`config.mk`:
```
export PLATFORM = sky130hd
export DESIGN_NAME = iosec_top
export DESIGN_NICKNAME = d
export VERILOG_FILES = /design/src/design/iosec_pkg.sv /design/src/design/iosec_top.sv
export SDC_FILE = /design/constraint.sdc
export NUM_CORES = 1
export LEC_CHECK = 0
export BUFFER_PORTS_ARGS = -buffer_cell sky130_fd_sc_hd__buf_2
export CAP_MARGIN = 5
export CORE_MARGIN = 4
export CORE_UTILIZATION = 45
export DETAILED_ROUTE_END_ITERATION = 10
export SYNTH_ARGS = -nofsm -noshare
export SYNTH_HDL_FRONTEND = slang
export SYNTH_SLANG_ARGS = --single-unit
```
`constraint.sdc`:
```
create_clock -name SYS_CLK -period 5.5 [get_ports SYS_CLK]
set_input_delay 0.55 -clock SYS_CLK [delete_from_list [all_inputs] [get_ports SYS_CLK]]
set_output_delay 0.55 -clock SYS_CLK [all_outputs]
set_load 0.005 [all_outputs]
```
`src/design/iosec_pkg.sv`:
```
// constants and carrier types of the i/o stack event counter select block
package iosec_pkg;
   // counter bank shape
   localparam int NCNT = 4;
   localparam int CNT_W = 32;
   localparam int DWORD_MAX_CNT = 2;
   // register byte offsets
   localparam logic [7:0] OFS_CTL = 8'h00;
   localparam logic [7:0] OFS_FILT = 8'h04;
   localparam logic [7:0] OFS_CNT = 8'h08;
   localparam logic [7:0] OFS_STAT = 8'h40;
   localparam logic [7:0] OFS_MASK = 8'h44;
   localparam logic [7:0] BANK_END = 8'h40;
   // control register fields
   localparam int CTL_CODE_LSB = 0;
   localparam int CTL_UMASK_LSB = 8;
   localparam int CTL_EN_BIT = 22;
   localparam int FILT_W = 11;
   localparam logic [2:0] FILT_TAG = 3'h7;
   localparam logic [31:0] REG_RST = 32'h0000_0000;
   // event codes
   localparam logic [7:0] EV_NULL = 8'h00;
   localparam logic [7:0] EV_DBG_AND = 8'h02;
   localparam logic [7:0] EV_DBG_OR = 8'h03;
   localparam logic [7:0] EV_RETRY = 8'h0e;
   localparam logic [7:0] EV_CORR = 8'h0f;
   localparam logic [7:0] EV_MM = 8'h21;
   localparam logic [7:0] EV_SYM = 8'h82;
   localparam logic [7:0] EV_DWORD = 8'h83;
   // transaction classes whose peer traffic can stay inside the stack
   localparam logic [7:0] CLS_PEER = 8'h0a;
   // link speed codes and symbol times
   localparam logic [1:0] SPD_GEN1 = 2'h0;
   localparam logic [1:0] SPD_GEN2 = 2'h1;
   localparam logic [1:0] SPD_GEN3 = 2'h2;
   localparam int CLK_NS = 4;
   localparam int SYM_GEN1_NS = 4;
   localparam int SYM_GEN2_NS = 2;
   localparam int SYM_GEN3_NS = 1;
   localparam logic [2:0] SYM_INC_GEN1 = 3'(CLK_NS / SYM_GEN1_NS);
   localparam logic [2:0] SYM_INC_GEN2 = 3'(CLK_NS / SYM_GEN2_NS);
   localparam logic [2:0] SYM_INC_GEN3 = 3'(CLK_NS / SYM_GEN3_NS);
   // per-counter selection
   typedef struct packed {
      logic en;
      logic [7:0] umask;
      logic [7:0] code;
   } iosec_cfg_t;
   // one request on the request path
   typedef struct packed {
      logic valid;
      logic confined;
      logic [7:0] cls;
      logic [3:0] part;
      logic [1:0] xlat;
   } iosec_req_t;
endpackage

```
`src/design/iosec_top.sv`:
```
// event selection, filtering and counting for one i/o stack monitor
//
// Notes on behaviour
// - code 0x83 counts each dword request, on counters 0 and 1 only
// - dword event counts requests, not completions
// - peer classes skip stack-confined peer traffic
// - umask one-hot picks transaction class
// - filter needs 111 tag plus one-hot selector
// - partition bits map card slots/lanes
// - 0x0f correctable errors, 0x0e link retries
// - 0x21 counts mask/match filter passes
// - 0x02 fires when all selected terms match
// - 0x03 fires when any selected term matches
// - umask picks bus terms and combinations
// - symbol time adds 1/2/4 per cycle
//
// Register access over AHB-Lite and the address map were decided locally.
`timescale 1ns/1ps
`default_nettype none
module iosec_top (
   // clock and reset
   input wire logic SYS_CLK,
   input wire logic RESETN,
   // ahb-lite slave
   input wire logic HSEL,
   input wire logic [31:0] HADDR,
   input wire logic [1:0] HTRANS,
   input wire logic HWRITE,
   input wire logic [2:0] HSIZE,
   input wire logic HREADY,
   input wire logic [31:0] HWDATA,
   output logic HREADYOUT,
   output logic [31:0] HRDATA,
   output logic HRESP,
   // stack events, same clock
   input wire iosec_pkg::iosec_req_t REQ,
   input wire logic LINK_CORR_ERR,
   input wire logic LINK_RETRY,
   input wire logic MM_PASS,
   input wire logic DBG_NON_PCIE_BUS_MATCH_MATCH,
   input wire logic DBG_PCIE_BUS_MATCH_MATCH,
   input wire logic [1:0] LINK_SPEED,
   // interrupt
   output logic IRQ
);
   // ****************************************
   // functions
   // ****************************************
   // filter tag plus one-hot partition / translation selector
   function automatic logic filt_ok(input logic [10:0] f, input iosec_pkg::iosec_req_t r);
      logic [5:0] sel;
      sel = {r.xlat, r.part};
      filt_ok = (f[10:8] == iosec_pkg::FILT_TAG) && (|(f[5:0] & sel));
   endfunction

   // debug bus terms in umask bit order
   function automatic logic [5:0] dbg_terms(input logic b0, input logic b1);
      dbg_terms = {~b0 & ~b1, ~b0 & b1, b0 & b1, b0 & ~b1, b1, b0};
   endfunction

   // map a byte address to a counter slot
   function automatic logic [1:0] slot_of(input logic [7:0] a);
      slot_of = a[5:4];
   endfunction

   // ****************************************
   // bus slave
   // ****************************************
   iosec_pkg::iosec_cfg_t cfg_reg [iosec_pkg::NCNT];
   logic [10:0] filt_reg [iosec_pkg::NCNT];
   logic [31:0] cnt_reg [iosec_pkg::NCNT];
   logic [iosec_pkg::NCNT-1:0] stat_reg;
   logic [iosec_pkg::NCNT-1:0] mask_reg;
   logic [iosec_pkg::NCNT-1:0] ovf_next;
   logic irq_reg;
   logic hready_reg;
   logic [31:0] hrdata_reg;
   logic dp_valid_reg;
   logic dp_wr_reg;
   logic dp_word_reg;
   logic [7:0] dp_addr_reg;
   logic ap_take;
   logic wr_go;
   logic [31:0] rd_mux;
   logic [1:0] wslot;
   logic wbank;

   assign ap_take = HSEL & HREADY & HTRANS[1];
   assign wr_go = dp_valid_reg & dp_wr_reg & dp_word_reg;
   assign wslot = slot_of(dp_addr_reg);
   assign wbank = dp_addr_reg < iosec_pkg::BANK_END;

   // address phase capture; reads take one wait state, writes none
   always_ff @(posedge SYS_CLK) begin
      if (!RESETN) begin
         dp_valid_reg <= 1'b0;
         dp_wr_reg <= 1'b0;
         dp_word_reg <= 1'b0;
         dp_addr_reg <= 8'h00;
         hready_reg <= 1'b1;
         hrdata_reg <= iosec_pkg::REG_RST;
      end else begin
         if (dp_valid_reg & ~dp_wr_reg) begin
            hrdata_reg <= rd_mux;
            hready_reg <= 1'b1;
         end
         if (ap_take) begin
            dp_valid_reg <= 1'b1;
            dp_wr_reg <= HWRITE;
            dp_word_reg <= HSIZE == 3'h2;
            dp_addr_reg <= {HADDR[7:2], 2'h0};
            hready_reg <= HWRITE;
         end else begin
            dp_valid_reg <= 1'b0;
         end
      end
   end

   // read multiplexer, unmapped reads as zero
   always_comb begin
      rd_mux = 32'h0000_0000;
      if (dp_addr_reg < iosec_pkg::BANK_END) begin
         unique case (dp_addr_reg[3:0])
            iosec_pkg::OFS_CTL[3:0]: begin
               rd_mux[iosec_pkg::CTL_EN_BIT] = cfg_reg[slot_of(dp_addr_reg)].en;
               rd_mux[15:8] = cfg_reg[slot_of(dp_addr_reg)].umask;
               rd_mux[7:0] = cfg_reg[slot_of(dp_addr_reg)].code;
            end
            iosec_pkg::OFS_FILT[3:0]: rd_mux[10:0] = filt_reg[slot_of(dp_addr_reg)];
            iosec_pkg::OFS_CNT[3:0]: rd_mux = cnt_reg[slot_of(dp_addr_reg)];
            default: rd_mux = 32'h0000_0000;
         endcase
      end else if (dp_addr_reg == iosec_pkg::OFS_STAT) begin
         rd_mux[iosec_pkg::NCNT-1:0] = stat_reg;
      end else if (dp_addr_reg == iosec_pkg::OFS_MASK) begin
         rd_mux[iosec_pkg::NCNT-1:0] = mask_reg;
      end
   end

   // ****************************************
   // event selection
   // ****************************************
   logic [7:0] cls_eff;
   logic [5:0] terms;
   logic [2:0] sym_inc;
   logic [2:0] inc [iosec_pkg::NCNT];

   // confined peer traffic never reaches the main die
   assign cls_eff = REQ.confined ? (REQ.cls & ~iosec_pkg::CLS_PEER) : REQ.cls;
   assign terms = dbg_terms(DBG_NON_PCIE_BUS_MATCH_MATCH, DBG_PCIE_BUS_MATCH_MATCH);

   // symbol time weight for the current link speed
   always_comb begin
      unique case (LINK_SPEED)
         iosec_pkg::SPD_GEN1: sym_inc = iosec_pkg::SYM_INC_GEN1;
         iosec_pkg::SPD_GEN2: sym_inc = iosec_pkg::SYM_INC_GEN2;
         iosec_pkg::SPD_GEN3: sym_inc = iosec_pkg::SYM_INC_GEN3;
         default: sym_inc = 3'h0;
      endcase
   end

   // per-counter increment from its event code and unit mask
   always_comb begin
      for (int i = 0; i < iosec_pkg::NCNT; i++) begin
         inc[i] = 3'h0;
         unique case (cfg_reg[i].code)
            iosec_pkg::EV_NULL: inc[i] = 3'h0;
            iosec_pkg::EV_DWORD: begin
               // request path only; dword event limited to low counters
               if (i < iosec_pkg::DWORD_MAX_CNT && REQ.valid) begin
                  inc[i] = {2'h0, (|(cfg_reg[i].umask & cls_eff)) & filt_ok(filt_reg[i], REQ)};
               end
            end
            iosec_pkg::EV_CORR: inc[i] = {2'h0, LINK_CORR_ERR};
            iosec_pkg::EV_RETRY: inc[i] = {2'h0, LINK_RETRY};
            iosec_pkg::EV_MM: inc[i] = {2'h0, MM_PASS};
            iosec_pkg::EV_DBG_AND: inc[i] = {2'h0, (|cfg_reg[i].umask[5:0])
               && ((terms & cfg_reg[i].umask[5:0]) == cfg_reg[i].umask[5:0])};
            iosec_pkg::EV_DBG_OR: inc[i] = {2'h0, |(terms & cfg_reg[i].umask[5:0])};
            iosec_pkg::EV_SYM: inc[i] = sym_inc;
            default: inc[i] = 3'h0;
         endcase
         if (!cfg_reg[i].en) begin
            inc[i] = 3'h0;
         end
      end
   end

   // ****************************************
   // registers and counters
   // ****************************************
   // control and filter registers
   always_ff @(posedge SYS_CLK) begin
      if (!RESETN) begin
         for (int i = 0; i < iosec_pkg::NCNT; i++) begin
            cfg_reg[i] <= '0;
            filt_reg[i] <= 11'h000;
         end
         mask_reg <= '0;
      end else if (wr_go) begin
         if (wbank && dp_addr_reg[3:0] == iosec_pkg::OFS_CTL[3:0]) begin
            cfg_reg[wslot].en <= HWDATA[iosec_pkg::CTL_EN_BIT];
            cfg_reg[wslot].umask <= HWDATA[15:8];
            cfg_reg[wslot].code <= HWDATA[7:0];
         end
         if (wbank && dp_addr_reg[3:0] == iosec_pkg::OFS_FILT[3:0]) begin
            filt_reg[wslot] <= HWDATA[10:0];
         end
         if (dp_addr_reg == iosec_pkg::OFS_MASK) begin
            mask_reg <= HWDATA[iosec_pkg::NCNT-1:0];
         end
      end
   end

   // counters; a software load wins over counting in that cycle
   always_ff @(posedge SYS_CLK) begin
      if (!RESETN) begin
         for (int i = 0; i < iosec_pkg::NCNT; i++) begin
            cnt_reg[i] <= iosec_pkg::REG_RST;
         end
      end else begin
         for (int i = 0; i < iosec_pkg::NCNT; i++) begin
            if (wr_go && wbank && wslot == 2'(i) && dp_addr_reg[3:0] == iosec_pkg::OFS_CNT[3:0]) begin
               cnt_reg[i] <= HWDATA;
            end else begin
               cnt_reg[i] <= cnt_reg[i] + {29'h0000_0000, inc[i]};
            end
         end
      end
   end

   // wrap of a counting counter is an interrupt event
   always_comb begin
      for (int i = 0; i < iosec_pkg::NCNT; i++) begin
         // a software load in the same cycle drops the event, so it cannot wrap either
         ovf_next[i] = (({1'b0, cnt_reg[i]} + {30'h0000_0000, inc[i]}) > 33'h0_FFFF_FFFF)
            && !(wr_go && wbank && wslot == 2'(i) && dp_addr_reg[3:0] == iosec_pkg::OFS_CNT[3:0]);
      end
   end

   // sticky status, write one to clear, a new event wins
   always_ff @(posedge SYS_CLK) begin
      if (!RESETN) begin
         stat_reg <= '0;
      end else if (wr_go && dp_addr_reg == iosec_pkg::OFS_STAT) begin
         stat_reg <= (stat_reg & ~HWDATA[iosec_pkg::NCNT-1:0]) | ovf_next;
      end else begin
         stat_reg <= stat_reg | ovf_next;
      end
   end

   // interrupt level
   always_ff @(posedge SYS_CLK) begin
      if (!RESETN) begin
         irq_reg <= 1'b0;
      end else begin
         irq_reg <= |(stat_reg & mask_reg);
      end
   end

   assign HREADYOUT = hready_reg;
   assign HRDATA = hrdata_reg;
   assign HRESP = 1'b0; // always okay
   assign IRQ = irq_reg;

   logic c0_run;
   logic [7:0] c0_code;
   assign c0_run = cfg_reg[0].en && !(wr_go && dp_addr_reg == iosec_pkg::OFS_CNT);
   assign c0_code = cfg_reg[0].code;
endmodule
`default_nettype wire

```
==> results.txt <==
status = finished clean
post-synthesis mux area share = 0.0955
Power per Cell Area = 275 nW/um^2
fin area = 19500 sq um
P&R area growth vs syn = 14.9%
xor/xnor cell area share of the yosys netlist = 0.0573
CTS buffer count = 35
Max-Cap Viols = 0
Inst Count DP = 2278
max reg flops = 128
Worst Path Buf+Inv = 1
crit path capture type = flip-flop
Worst path depth = 15
Synth area leaders = edfxtp_1, mux4_2, dfxtp_1, nor2_1, a21oi_1
max-slew violations = 0
worst-case clock buffer depth = 3
initial antenna violation count = 0
library cells used by synthesis = 82
Die Width = 202 microns
Worst Setup Path Type = flip-flop to flip-flop
crit path DAT = 5.06 ns
post-cts gate resize count = 0
crit-path max cell delay = 0.63 ns
Clock Pin Slew Worst Setup and Hold Paths = 0.06 ns
simple-gate area share of the yosys netlist = 0.183
Die Height = 202 microns
diodes inserted = 0
Static Leak = 0.00696 uW
post-synthesis sequential area ratio = 0.487
period utilization = 0.874
vias in the first global route = 13.2k
pre-CTS setup slack = 0.904 ns
Largest delay share family, worst path = simple AND/OR/NAND/NOR gates
vias per cell = 5.88
IO Port Bufs = 103
initial core utilization = 0.460
CP most frequent cell = a31oi_1
Synth Instances = 1620
top_reg_cell synth = edfxtp_1
placed cell area = 18400 sq um
DRT antenna net count = 0
vias = 13.8k
initial DRC count = 1468
final global-route overflow total = 0
most frequent cells after synthesis = edfxtp_1, nor2_1, nand2_1, a21oi_1, clkbuf_1
fin cells = 2340
row count = 70
share of cells above drive strength 1 = 0.153
HP Class = primary input to flip-flop
ys async rst share = 0
core area = 36900 sq um
most frequent cell after synthesis = edfxtp_1
Critical Path RT = 5.76 ns
TritonCTS clock tree = built
leading area contributor after synthesis = edfxtp_1
wire per inst = 22.4 microns
Sum Neg Setup Slack = 0 ns
fmax = 208 MHz
H-tree Lvls = 2
mean area per synthesized cell = 10.5 sq um
register bit total from synthesis = 293
# IOs = 132
Final GP Congestion = 0.886
clk root buf = clkbuf_16
final-stage net count = 1924
routed wire length = 52300 microns
compound-gate portion of the synthesized area = 0.128
VDD IR max = 197 uV
slowest cell on the critical path = or4_1
FF-to-FF path depth = 15
headroom to the max-slew limit = 0.346
fin crit period = 4.81 ns
Final Hold Viols = 0
buffers inserted by post-CTS timing repair = 0
worst-margin pin slew = 0.981 ns
main combinational cell family by area after synthesis = simple AND/OR/NAND/NOR gates
dpl hpwl = 36600 microns
adder-cell share of the synthesized area = 0.0136
DRT Pass-1 Iters = 6
first-pass GRT wire length = 79600 microns
setup ws final = 0.693 ns
die area = 40900 sq um
largest net degree at the start of global routing = 68
CTS sink cnt = 293
Filler cells = 3342
Total GRT Usage = 0.250
startpoint types = flip-flop
DRC = 0
RSZ-0062 raised after global routing = no
synthesized area = 17000 sq um
clk_lat worst skew = 0.54 ns
EDFF count, synth = 240
Hold Crit Depth = 3
YS warnings = 0
final setup violation count = 0
Critical Path, Cell by Cell = or4_1 -> nor3b_1 -> nand4_1 -> a31oi_1 -> a221oi_1 -> a31oi_1 -> ha_1 -> inv_1 -> fa_1 -> nor2b_4 -> o2111a_1 -> nand2_1 -> nor3_1 -> and3_1 -> o22ai_1
post-cts hold buffer count = 0
CP Max Fanout = 7
share of the synthesized area in the top cell type = 0.425
clock skew = 0.0270 ns
==> power by group <==
| group | leakage [uW] | internal (uW) | switching (uW) | total (uW) |
|---|---|---|---|---|
| Combinational | 0.00350 | 162 | 243 | 405 |
| Sequential | 0.00290 | 2500 | 114 | 2610 |
| Clock | 0.000561 | 1400 | 949 | 2350 |
==> logic make-up (layout without fill, tap and decap cells) <==
kind of cell | count (synthesis) | count (layout)
other | 2 | 129
AND/OR/NAND/NOR | 626 | 626
AO/OA/AOI/OAI | 344 | 344
multiplexers | 86 | 86
buffers and inverters | 142 | 231
flip-flops | 293 | 293
adder cells (fa/ha/maj) | 16 | 16
XOR/XNOR | 111 | 111
==> tightest hold or removal path, cell delays in order <==
cell and delay (ns):
buf_2 0.09, nand2_1 0.05, a21oi_1 0.05
==> cells in the final DEF, fill, tap and decap left out, drive strengths merged, types with 12 or more instances in the layout <==
| cell | n |
|---|---|
| and2 | 18 |
| clkbuf | 46 |
| nor3 | 57 |
| conb | 129 |
| a22oi | 27 |
| inv | 41 |
| a221oi | 18 |
| a211oi | 51 |
| or2 | 12 |
| and3 | 30 |
| nor2 | 206 |
| o21ai | 84 |
| nand4 | 28 |
| ha | 12 |
| and4 | 16 |
| dfxtp | 53 |
| nand3 | 62 |
| edfxtp | 240 |
| nor4 | 19 |
| xor2 | 57 |
| nand2 | 138 |
| mux2i | 21 |
| a21oi | 112 |
| mux4 | 60 |
| nand2b | 13 |
| xnor2 | 54 |
| buf | 129 |
==> final cells by class <==
class / count / area [sq um] / area share
clock buffer: 46 / 978 / 0.0502
tap: 504 / 631 / 0.0323
inverter: 40 / 153 / 0.00783
multi-input combinational: 1312 / 8580 / 0.440
timing repair buffer: 129 / 713 / 0.0366
clock inverter: 16 / 170 / 0.00873
sequential: 293 / 8270 / 0.424
==> stage by stage <==
step	utilization	hold WS (ns)	power, uW
after floorplan	-	0.427	2870
after CTS	0.529	0.233	5390
final	0.529	0.257	5360
after global placement	0.498	0.445	3050
after detailed placement	0.498	0.454	3050
after global routing	0.529	0.246	5530
==> per-layer routing <==
| layer | share of wire | wire [microns] | vias up | global-route usage |
|---|---|---|---|---|
| met5 | 0 | 0 | - | 0 |
| met4 | 0.026 | 1370 | 0 | 0.0720 |
| met3 | 0.077 | 4040 | 72 | 0.0470 |
| met2 | 0.46 | 24200 | 556 | 0.394 |
| met1 | 0.43 | 22700 | 6766 | 0.357 |
| li1 | - | - | 6358 | - |
==> path summary, 6_finish.rpt <==
kind                       from        endpoint  slack, ns
hold reg to reg     dp_word_reg     dp_word_reg       0.46
hold / removal         HADDR[6]  dp_addr_reg[6]       0.26
setup / recovery  cfg_reg[0][5]  cnt_reg[0][26]       0.69
setup reg to reg  cfg_reg[0][5]  cnt_reg[0][26]       0.69
(Power assumes the default switching activity.)
